## config.mk

```make
export PLATFORM = sky130hd
export DESIGN_NAME = osc_tune_pll
export DESIGN_NICKNAME = d
export VERILOG_FILES = /design/src/clk_tune_pkg.sv /design/src/trim_slew.sv /design/src/osc_tune_pll.sv
export SDC_FILE = /design/constraint.sdc
export NUM_CORES = 1
export LEC_CHECK = 0
export BUFFER_PORTS_ARGS = -buffer_cell sky130_fd_sc_hd__buf_2
export CAP_MARGIN = 20
export CORE_ASPECT_RATIO = 0.75
export CORE_MARGIN = 2
export CORE_UTILIZATION = 55
export DETAILED_ROUTE_END_ITERATION = 10
export HOLD_SLACK_MARGIN = 0.06
export PLACE_DENSITY = 0.79
export SYNTH_ARGS = -nofsm -noshare
export SYNTH_HDL_FRONTEND = slang
export SYNTH_SLANG_ARGS = --single-unit
```

## constraint.sdc

```tcl
create_clock -name core_clk -period 4.4 [get_ports core_clk]
set_input_delay 0.44 -clock core_clk [delete_from_list [all_inputs] [get_ports core_clk]]
set_output_delay 0.44 -clock core_clk [all_outputs]
set_load 0.1 [all_outputs]
```

## src/clk_tune_pkg.sv

```systemverilog
// Functional notes
// - New tuning value drifts in gradually, no flag
// - Source bit picks low-frequency oscillator
// - Four-times multiplier, 32 MHz at most
// - Tuning register bit six enables multiplier
// - Multiplier only with select 00, config 011/010
// - Multiplier only at frequency select 111/110
// - Core keeps clock during two-ms lock
// - Switch to multiplied clock automatically once locked
// - Fast oscillator starts at calibrated 8.0 MHz
// - Low-frequency RC unaffected by tuning writes
package clk_tune_pkg;

  localparam int          CLK_HZ          = 50_000_000;
  localparam int          LOCK_TIME_US    = 2000;
  localparam int          LOCK_CYCLES     = (CLK_HZ / 1_000_000) * LOCK_TIME_US;
  localparam int          DRIFT_STEP_DIV  = 64;

  localparam logic [3:0]  ADDR_TUNE       = 4'h0;
  localparam logic [3:0]  ADDR_CTRL       = 4'h4;
  localparam logic [3:0]  ADDR_STATUS     = 4'h8;

  localparam int          TUNE_SRC_BIT    = 7;
  localparam int          TUNE_PLL_ENABLE_BIT_BIT  = 6;
  localparam int          TUNE_TRIM_LSB   = 0;
  localparam int          TUNE_TRIM_W     = 6;
  localparam logic [7:0]  TUNE_RESET      = 8'h00;

  localparam int          CTRL_SCS_LSB    = 0;
  localparam int          CTRL_IRCF_LSB   = 4;
  localparam int          CTRL_CFG_LSB    = 8;
  localparam logic [10:0] CTRL_RESET      = 11'h370;

  localparam logic [1:0]  SCS_PRIMARY     = 2'h0;
  localparam logic [2:0]  CFG_PLL_A       = 3'h3;
  localparam logic [2:0]  CFG_PLL_B       = 3'h2;
  localparam logic [2:0]  IRCF_8MHZ       = 3'h7;
  localparam logic [2:0]  IRCF_4MHZ       = 3'h6;
  localparam logic [2:0]  IRCF_LOWFREQ    = 3'h0;

  localparam int          NOMINAL_KHZ     = 8000;
  localparam int          PLL_FACTOR      = 4;
  localparam int          MAX_CORE_KHZ    = 32000;

  typedef enum {
    SRC_FAST,
    SRC_PLL_WAIT,
    SRC_PLL
  } clk_state_t;

  typedef struct packed {
    logic [2:0] cfg;
    logic [2:0] ircf;
    logic [1:0] scs;
  } clk_ctrl_t;

  typedef struct packed {
    logic       pll_active;
    logic       pll_locking;
    logic       lf_from_rc;
    logic [5:0] trim_now;
  } clk_status_t;

endpackage : clk_tune_pkg

```

## src/trim_slew.sv

```systemverilog
`timescale 1ns/1ps
`default_nettype none
module trim_slew
  import clk_tune_pkg::*;
#(
  parameter int W   = TUNE_TRIM_W,
  parameter int DIV = DRIFT_STEP_DIV
) (
  input  wire logic         core_clk,
  input  wire logic         nrst,
  input  wire logic         ce,
  input  wire logic [W-1:0] target,
  output logic      [W-1:0] current
);

  logic [W-1:0]  cur_reg;
  logic [W-1:0]  cur_next;
  logic [15:0]   div_reg;
  logic [15:0]   div_next;

  // Step one code per interval toward target
  always_comb begin
    cur_next = cur_reg;
    div_next = div_reg + 16'h0001;
    if (div_reg == 16'(DIV - 1)) begin
      div_next = 16'h0000;
      if ($signed(target) > $signed(cur_reg))
        cur_next = cur_reg + W'(1);
      else if ($signed(target) < $signed(cur_reg))
        cur_next = cur_reg - W'(1);
    end
  end

  always_ff @(posedge core_clk) begin
    if (!nrst) begin
      cur_reg <= '0;
      div_reg <= 16'h0000;
    end else if (ce) begin
      cur_reg <= cur_next;
      div_reg <= div_next;
    end
  end

  assign current = cur_reg;

endmodule : trim_slew
`default_nettype wire

```

## src/osc_tune_pll.sv

```systemverilog
// The Wishbone interface to the registers and the register addresses were chosen for this implementation.
`timescale 1ns/1ps
`default_nettype none
module osc_tune_pll
  import clk_tune_pkg::*;
#(
  parameter int LOCK_COUNT = LOCK_CYCLES
) (
  input  wire logic        core_clk,
  input  wire logic        nrst,
  input  wire logic        ce,
  input  wire logic        wb_cyc_i,
  input  wire logic        wb_stb_i,
  input  wire logic        wb_we_i,
  input  wire logic [3:0]  wb_adr_i,
  input  wire logic [3:0]  wb_sel_i,
  input  wire logic [31:0] wb_dat_i,
  output logic      [31:0] wb_dat_o,
  output logic             wb_ack_o,
  output logic      [5:0]  fast_osc_trim,
  output logic             low_freq_source_select,
  output logic             core_on_pll,
  output logic             core_on_low_freq
);

  logic [7:0]        tune_reg;
  logic [7:0]        tune_next;
  clk_ctrl_t         ctrl_reg;
  clk_ctrl_t         ctrl_next;
  clk_state_t        st_reg;
  clk_state_t        st_next;
  logic [23:0]       lock_reg;
  logic [23:0]       lock_next;
  logic              ack_reg;
  logic              ack_next;
  logic [31:0]       rdat_reg;
  logic [31:0]       rdat_next;
  logic              pll_reg;
  logic              pll_next;
  logic              lf_reg;
  logic              lf_next;
  logic              srcsel_reg;
  logic              srcsel_next;
  logic [5:0]        trim_now;
  logic              pll_allowed;
  logic              wr;
  logic              rd;
  clk_status_t       status;
  logic [15:0]       ctrl_w;

  // Drift toward written trim, no done flag
  trim_slew #(
    .W   (TUNE_TRIM_W),
    .DIV (DRIFT_STEP_DIV)
  ) u_slew (
    .core_clk (core_clk),
    .nrst     (nrst),
    .ce       (ce),
    .target   (tune_reg[TUNE_TRIM_LSB +: TUNE_TRIM_W]),
    .current  (trim_now)
  );

  assign wr = wb_cyc_i && wb_stb_i && wb_we_i && !ack_reg;
  assign rd = wb_cyc_i && wb_stb_i && !wb_we_i && !ack_reg;

  assign pll_allowed = tune_reg[TUNE_PLL_ENABLE_BIT_BIT]
                    && ctrl_reg.scs == SCS_PRIMARY
                    && (ctrl_reg.cfg == CFG_PLL_A || ctrl_reg.cfg == CFG_PLL_B)
                    && (ctrl_reg.ircf == IRCF_8MHZ || ctrl_reg.ircf == IRCF_4MHZ);

  assign status = '{pll_active:  st_reg == SRC_PLL,
                    pll_locking: st_reg == SRC_PLL_WAIT,
                    lf_from_rc:  ~tune_reg[TUNE_SRC_BIT],
                    trim_now:    trim_now};

  assign ctrl_w = {5'h00, ctrl_reg.cfg, 1'b0, ctrl_reg.ircf, 2'h0, ctrl_reg.scs};

  // Register file
  always_comb begin
    tune_next = tune_reg;
    ctrl_next = ctrl_reg;
    ack_next  = wb_cyc_i && wb_stb_i && !ack_reg;
    rdat_next = rdat_reg;
    if (wr && wb_adr_i == ADDR_TUNE && wb_sel_i[0])
      tune_next = wb_dat_i[7:0];
    if (wr && wb_adr_i == ADDR_CTRL) begin
      if (wb_sel_i[0]) begin
        ctrl_next.scs  = wb_dat_i[CTRL_SCS_LSB +: 2];
        ctrl_next.ircf = wb_dat_i[CTRL_IRCF_LSB +: 3];
      end
      if (wb_sel_i[1])
        ctrl_next.cfg = wb_dat_i[CTRL_CFG_LSB +: 3];
    end
    if (rd) begin
      case (wb_adr_i)
        ADDR_TUNE:   rdat_next = {24'h000000, tune_reg};
        ADDR_CTRL:   rdat_next = {16'h0000, ctrl_w};
        ADDR_STATUS: rdat_next = {23'h000000, status};
        default:     rdat_next = 32'h00000000;
      endcase
    end
  end

  // Core clock source sequencing
  always_comb begin
    st_next   = st_reg;
    lock_next = lock_reg;
    case (st_reg)
      SRC_FAST: begin
        lock_next = 24'h000000;
        if (pll_allowed)
          st_next = SRC_PLL_WAIT;
      end
      SRC_PLL_WAIT: begin
        lock_next = lock_reg + 24'h000001;
        if (!pll_allowed)
          st_next = SRC_FAST;
        else if (lock_reg == 24'(LOCK_COUNT - 1))
          st_next = SRC_PLL;
      end
      SRC_PLL: begin
        if (!pll_allowed)
          st_next = SRC_FAST;
      end
      default: st_next = SRC_FAST;
    endcase
  end

  // Output selects
  always_comb begin
    pll_next    = (st_next == SRC_PLL);
    lf_next     = (ctrl_next.ircf == IRCF_LOWFREQ) && !pll_next;
    srcsel_next = tune_next[TUNE_SRC_BIT];
  end

  always_ff @(posedge core_clk) begin
    if (!nrst) begin
      tune_reg   <= TUNE_RESET;
      ctrl_reg   <= '{cfg:  CTRL_RESET[CTRL_CFG_LSB +: 3],
                      ircf: CTRL_RESET[CTRL_IRCF_LSB +: 3],
                      scs:  CTRL_RESET[CTRL_SCS_LSB +: 2]};
      st_reg     <= SRC_FAST;
      lock_reg   <= 24'h000000;
      ack_reg    <= 1'b0;
      rdat_reg   <= 32'h00000000;
      pll_reg    <= 1'b0;
      lf_reg     <= 1'b0;
      srcsel_reg <= 1'b0;
    end else if (ce) begin
      tune_reg   <= tune_next;
      ctrl_reg   <= ctrl_next;
      st_reg     <= st_next;
      lock_reg   <= lock_next;
      ack_reg    <= ack_next;
      rdat_reg   <= rdat_next;
      pll_reg    <= pll_next;
      lf_reg     <= lf_next;
      srcsel_reg <= srcsel_next;
    end
  end

  assign wb_ack_o               = ack_reg;
  assign wb_dat_o               = rdat_reg;
  assign fast_osc_trim          = trim_now;
  assign core_on_pll            = pll_reg;
  assign core_on_low_freq       = lf_reg;
  assign low_freq_source_select = srcsel_reg;

endmodule : osc_tune_pll
`default_nettype wire

```

==> results of run 1 <==
[area by class of cell]
cell class	count	area, um^2
repair buffers	46	237.7
clock buffers	10	239.0
inverters	11	41.29
flip-flops and latches	108	2162
clock inverters	6	70.07
fillers	769	3421
multi-input cells	399	2660
well taps	112	140.1
[logic make-up after synthesis]
logic type               count (synthesis)
other                                    1
AND/OR/NAND/NOR                        249
multiplexers                            26
buffers and inverters                   52
flip-flops                             108
XOR/XNOR                                36
AO/OA/AOI/OAI                           54
adder cells (fa/ha/maj)                 13
[power by group through the flow]
stage | sequential [W] | clock (W) | combinational [W]
floorplan | 0.00101 | 0 | 0.000126
global placement | 0.00100 | 0 | 0.000141
detailed placement | 0.00100 | 0 | 0.000143
CTS | 0.000981 | 0.000852 | 0.000143
global route | 0.000981 | 0.000890 | 0.000152
finish | 0.000982 | 0.000831 | 0.000144
[placed cells by master, fill, tap and decap left out, drive strengths merged, types with 2 or more instances in the layout]
| cell type | n |
|---|---|
| and4 | 7 |
| nor3 | 9 |
| a41oi | 2 |
| nand3b | 4 |
| nand4 | 18 |
| clkbuf | 10 |
| ha | 12 |
| and2 | 34 |
| nor4 | 15 |
| mux2i | 26 |
| nor2 | 69 |
| nor2b | 4 |
| a21o | 3 |
| dfxtp | 108 |
| nand2 | 37 |
| conb | 21 |
| a22oi | 5 |
| nor4bb | 2 |
| and3 | 8 |
| or3 | 3 |
| inv | 14 |
| a21oi | 19 |
| o21ai | 14 |
| buf | 46 |
| xor2 | 26 |
| or4 | 4 |
| a211oi | 2 |
| clkinv | 2 |
| o211ai | 2 |
| nand3 | 31 |
| xnor2 | 10 |
[path summary, 6_finish.rpt]
path                          start           endpoint  slack [ns]  cells past startpoint
hold / removal          wb_dat_i[7]        tune_reg[7]        0.32                      3
hold reg to reg        wb_dat_o[10]       wb_dat_o[10]        0.46                      2
setup / recovery  u_slew.current[5]  u_slew.current[5]        0.85                     13
setup reg to reg  u_slew.current[5]  u_slew.current[5]        0.85                     13
[routing by layer]
metal / GRT usage (%) / wire (um)
met1: 26.51 / 4507
met2: 34.04 / 4617
met3: 7.343 / 593
met4: 6.319 / 117
met5: 0 / 0
[worst reg2reg max path: stages, from the launching register on]
cell and delay, ns:
sky130_fd_sc_hd__dfxtp_1 0.45, sky130_fd_sc_hd__inv_1 0.10, sky130_fd_sc_hd__ha_1 0.31, sky130_fd_sc_hd__and4_1 0.28, sky130_fd_sc_hd__o21ai_0 0.13, sky130_fd_sc_hd__a32oi_1 0.45
sky130_fd_sc_hd__nand2_1 0.30, sky130_fd_sc_hd__ha_1 0.36, sky130_fd_sc_hd__a211oi_1 0.24, sky130_fd_sc_hd__o21bai_1 0.10, sky130_fd_sc_hd__a21oi_1 0.27, sky130_fd_sc_hd__nor4bb_1 0.31
sky130_fd_sc_hd__a41oi_1 0.07, sky130_fd_sc_hd__o211ai_1 0.12
[metrics by stage]
| stage | cells | utilization [%] | total power, W | setup WS [ns] |
|---|---|---|---|---|
| after detailed placement | 676 | 58.42 | 0.001147 | 0.9089 |
| final | 692 | 61.87 | 0.001956 | 0.8467 |
| after global placement | 676 | 58.42 | 0.001145 | 1.065 |
| after CTS | 692 | 61.87 | 0.001976 | 0.8566 |
| after floorplan | 559 | - | 0.001135 | 0.6046 |
| after global routing | 692 | 61.87 | 0.002023 | 0.5086 |
==> impl_metrics.yaml, run 1 <==
status:
  outcome: "finished, final reports clean"
sta:
  relSlewSlack_pct: 59.82
  fmaxAchievable_ghz: 0.2814
  hold_viol_final: 0
  finalMaxSlewViolations: 0
  post-route-period-util_pct: 80.76
  fin_hold_ws_ns: 0.3218
  fin_crit_ns: 3.553
  unrepaired_setup_endpoints_after_global_routing: "no"
  finalClockSkew_ns: 0.008846
  setup_total_negative_slack_ns: 0
  timing_worst_slew_pin_value_ns: 0.5982
  final-setup-viol-count: 0
routing:
  count_of_antenna_violating_nets_left_after_detailed_routing: 0
  detail_route.iter0.violations: 226
  detail_route.wl_per_cell_um: 14.21
  route.detailed.drc: 0
  drt-pass1-iter-count: 5
  drt-total-wl_um: 9836
  route.detailed.vias_per_inst: 5.540
  routed-via-count: 3834
floorplanning:
  fp.dieArea_mm2: 0.009924
  core_region_area_mm2: 0.008971
  rows: 30
  die_x_um: 114.4
  floorplan.initialDensity_pct: 56.01
  pin_count: 88
  die-height_um: 86.78
logic_synthesis:
  synth-simple-area-share_pct: 29.41
  synth-async-reset-ratio_pct: 0
  yosys.cell_count.top_type: "sky130_fd_sc_hd__dfxtp_1"
  synth-seq-area-share_pct: 43.03
  synth.lib_cells_used.distinct: 52
  number_of_synthesized_flops_with_an_enable_pin: 0
  synth-compound-area-share_pct: 7.122
  synth_xor_area_share_pct: 6.275
  synth_largest_area_cell: "sky130_fd_sc_hd__dfxtp_1"
  synth.top_cell.area_share_pct: 43.03
  netlist_instances: 539
  synth_area_leaders: "sky130_fd_sc_hd__dfxtp_1 43%, sky130_fd_sc_hd__mux2i_1 5.2%, sky130_fd_sc_hd__nor2_1 5.1%, sky130_fd_sc_hd__xor2_1 4.5%, sky130_fd_sc_hd__and2_1 4.2%"
  post_synth_most_frequent_cells: "108 x sky130_fd_sc_hd__dfxtp_1, 68 x sky130_fd_sc_hd__nor2_1, 36 x sky130_fd_sc_hd__nand2_1, 34 x sky130_fd_sc_hd__and2_1, 31 x sky130_fd_sc_hd__nand3_1"
  largest_family_of_logic_cells_by_synthesized_area: "simple AND/OR/NAND/NOR gates"
  post_synth_mux_area_share_pct: 5.179
  syn_area_mm2: 0.005025
  synth_top_flop_cell: "sky130_fd_sc_hd__dfxtp_1"
  yosys_register_bits: 108
  yosys_warnings: 0
  synth_area_per_cell_um2: 9.322
  yosys.area_share.adder_pct: 3.386
clocking:
  postCtsSetupBuffers: 0
  tritoncts_clock_tree: "built"
  max-clock-path-buffers: 2
  number_of_buffers_added_by_the_clock_tree_synthesis_step: 9
  post_cts.resized_instances: 0
  worst_skew_pair.late_latency_ns: 0.35
  numClockSinks: 108
  clock_tree.root_cell: "sky130_fd_sc_hd__clkbuf_16"
  clk_transition_reported_paths_ns: 0.07
  cts.hold.buffers_added: 0
  h-tree-depth: 3
worst_setup_path:
  setup.worst_path.start_class: "flop"
  critPathArrivalTime_ns: 3.83
  timing.critical_path.slowest_cell_delay_ns: 0.45
  worst_path_dominant_cell_family: "compound AO/OA/AOI/OAI gates"
  crit_type: "flop to flop"
  critical_path_buf_inv_count: 1
  critical_path_required_ns: 4.67
  critical_path.max_fanout: 7
  critical_path_top_delay_cell: "sky130_fd_sc_hd__dfxtp_1"
  cp_common_cell: "sky130_fd_sc_hd__ha_1"
  crit_end_category: "flop"
  worstPathCellList: "inv_1, ha_1, and4_1, o21ai_0, a32oi_1, nand2_1, ha_1, a211oi_1, o21bai_1, a21oi_1, nor4bb_1, a41oi_1, o211ai_1"
placed_design:
  dpl-instance-area_mm2: 0.005241
  io_buffer_count: 43
  dpl.hpwl_um: 7137
  finalWeightedCongestion: 0.8454
worst_hold_path:
  timing.hold.worst.class: "input pin to flop"
global_routing:
  via_count_of_the_first_global_routing_pass: 3543
  grt_antenna_before_repair: 0
  grt.overflow.total: 0
  grt.total_usage_pct: 20.96
  grt_first_pass_wirelength_um: 16460
  grt_max_degree: 31
power_and_ir_drop:
  power.share.clock_pct: 42.5
  power_report.internal_total_w: 0.001461
  power.sequential.fraction_pct: 50.2
  power-per-cell-area_mw_per_mm2: 352.4
  peakVddDrop_mv: 0.1889
  sw_ratio_pct: 25.30
  switching_component_of_the_power_w: 0.0004949
  static_leakage_nw: 2.212
  share_comb_of_total_power_pct: 7.3
final_layout:
  post_synthesis_to_final_layout_area_growth_pct: 10.46
  nets: 634
  largest_register_ff_count: 32
  antenna_diode_instance_count: 0
  drive_gt1_share_pct: 13.79
  fin_area_mm2: 0.005550
job:
  max-cap-violations: 0
Note: power is estimated with default switching activity, not from simulation.
==> inputs of run 2 (changes only) <==
- clock period: 4.4 -> 3.3 ns (I/O delays scaled with it)
==> impl_metrics.yaml, run 2 (synthesis gave the netlist of run 1 again) <==
sta:
  final-setup-viol-count: 0
  setup_total_negative_slack_ns: 0
  fmaxAchievable_ghz: 0.3323
  finalClockSkew_ns: 0.005994
  fin_crit_ns: 3.010
  hold_viol_final: 0
  post-route-period-util_pct: 91.20
  relSlewSlack_pct: 57.19
  timing_worst_slew_pin_value_ns: 0.6409
  unrepaired_setup_endpoints_after_global_routing: "no"
  finalMaxSlewViolations: 0
clocking:
  clk_transition_reported_paths_ns: 0.07
  number_of_buffers_added_by_the_clock_tree_synthesis_step: 9
  max-clock-path-buffers: 2
  tritoncts_clock_tree: "built"
  postCtsSetupBuffers: 0
  numClockSinks: 108
  cts.hold.buffers_added: 0
  worst_skew_pair.late_latency_ns: 0.35
  clock_tree.root_cell: "sky130_fd_sc_hd__clkbuf_16"
  post_cts.resized_instances: 0
  h-tree-depth: 3
floorplanning:
  pin_count: 88
  core_region_area_mm2: 0.008971
  die-height_um: 86.78
  rows: 30
  floorplan.initialDensity_pct: 56.01
  fp.dieArea_mm2: 0.009924
  die_x_um: 114.4
worst_hold_path:
  timing.hold.worst.class: "input pin to flop"
  hold_critical_path_depth: 3
  min_delay_worst_endpoint: "ctrl_reg[6]"
  min-delay-start: "wb_dat_i[9]"
power_and_ir_drop:
  sw_ratio_pct: 24.04
  share_comb_of_total_power_pct: 7.0
  power-per-cell-area_mw_per_mm2: 485.5
  switching_component_of_the_power_w: 0.0006561
  power.share.clock_pct: 45.2
  power.sequential.fraction_pct: 47.8
  peakVddDrop_mv: 0.2674
  p_total_w: 0.002730
  power_report.internal_total_w: 0.002074
  static_leakage_nw: 2.234
status:
  outcome: "finished, final reports clean"
routing:
  detail_route.wl_per_cell_um: 14.65
  detail_route.iter0.violations: 268
  drt-pass1-iter-count: 5
  route.detailed.drc: 0
  drt-total-wl_um: 10150
  route.detailed.vias_per_inst: 5.537
  count_of_antenna_violating_nets_left_after_detailed_routing: 0
  routed-via-count: 3837
worst_setup_path:
  critical_path_top_delay_cell: "sky130_fd_sc_hd__dfxtp_4"
  worstPathCellList: "inv_1, ha_1, and4_1, o21ai_0, a32oi_1, nand2_2, ha_1, a211oi_1, o21bai_1, a21oi_2, nor4bb_1, a41oi_1, o211ai_1"
  crit_end_category: "flop"
  rr_endpoint: "u_slew.current[5]"
  crit_type: "flop to flop"
  regToRegStartpoint: "u_slew.current[3]"
  critPathArrivalTime_ns: 3.27
  setup.worst_path.start_class: "flop"
  critical_path_required_ns: 3.56
  critical_path.max_fanout: 6
  timing.critical_path.slowest_cell_delay_ns: 0.37
  rrSetupSlack_ns: 0.29
  cp_common_cell: "sky130_fd_sc_hd__ha_1"
  rr_worst_depth: 13
placed_design:
  io_buffer_count: 43
  finalWeightedCongestion: 0.8568
  dpl.hpwl_um: 7328
final_layout:
  num-fill-cells: 741
  largest_register_ff_count: 32
  drive_gt1_share_pct: 15.15
  mostFrequentLayoutCells: "103 x sky130_fd_sc_hd__dfxtp_1, 68 x sky130_fd_sc_hd__nor2_1, 43 x sky130_fd_sc_hd__buf_2"
  post_synthesis_to_final_layout_area_growth_pct: 11.90
  antenna_diode_instance_count: 0
  mostFrequentLayoutCell: "sky130_fd_sc_hd__dfxtp_1"
  nets: 635
global_routing:
  grt_max_degree: 31
  grt_first_pass_wirelength_um: 17080
  via_count_of_the_first_global_routing_pass: 3617
  grt_antenna_before_repair: 0
  grt.total_usage_pct: 21.88
  grt.overflow.total: 0
job:
  max-cap-violations: 0
-- run 2: power groups by stage --
stage,sequential [W],combinational [W],clock [W]
after floorplan,0.00134,0.000168,0
after CTS,0.00130,0.000190,0.00126
final,0.00130,0.000192,0.00123
after global placement,0.00133,0.000188,0
after detailed placement,0.00133,0.000190,0
after global routing,0.00130,0.000202,0.00131
-- run 2: worst max path at each step --
stage	from	end	slack [ns]	cells past startpoint
after global placement	u_slew.current[3]	u_slew.current[5]	0.32	13
after CTS	u_slew.current[3]	u_slew.current[5]	0.19	13
after floorplan	u_slew.current[3]	u_slew.current[5]	0.02	13
final	u_slew.current[3]	u_slew.current[5]	0.29	13
after global routing	u_slew.current[3]	u_slew.current[5]	0.02	13
after detailed placement	u_slew.current[3]	u_slew.current[5]	0.22	13
-- run 2: through the flow --
step	setup WS, ns	hold slack, ns	area [um^2]	util (%)	std cells
6_report	0.2903	0.2206	5623	62.68	693
5_1_grt	0.01928	0.2326	5623	62.68	693
4_1_cts	0.1908	0.2071	5617	62.61	693
3_5_place_dp	0.2193	0.4461	5268	58.72	677
3_3_place_gp	0.3184	0.4442	5268	58.72	677
2_1_floorplan	0.02438	0.4305	5119	-	559
-- run 2: critical path: cells and delay by family (launching register included) --
kind | cells | cell delay (ns)
fa+ha+maj | 2 | 0.61
buf+inv | 1 | 0.05
compound gates | 7 | 1.12
simple gates | 3 | 0.78
flops | 1 | 0.37
-- run 2: layout make-up --
cell class / instances / area (um^2) / share of cell area, %
Clock buffer: 9 / 225.2 / 4.005
Clock inverter: 7 / 123.9 / 2.203
Inverter: 11 / 41.29 / 0.7343
Multi-Input combinational cell: 399 / 2666 / 47.42
Sequential cell: 108 / 2181 / 38.79
Tap cell: 112 / 140.1 / 2.492
Timing Repair Buffer: 47 / 245.2 / 4.361
-- run 2: layer usage --
metal / wire length, um / part of all wire (%) / up-vias / GRT usage (%)
met4: 137 / 1.3 / 0 / 7.095
met2: 4764 / 47 / 99 / 34.58
li1: - / - / 1909 / -
met3: 579 / 5.7 / 17 / 6.993
met1: 4668 / 46 / 1812 / 28.67
met5: 0 / 0 / - / 0
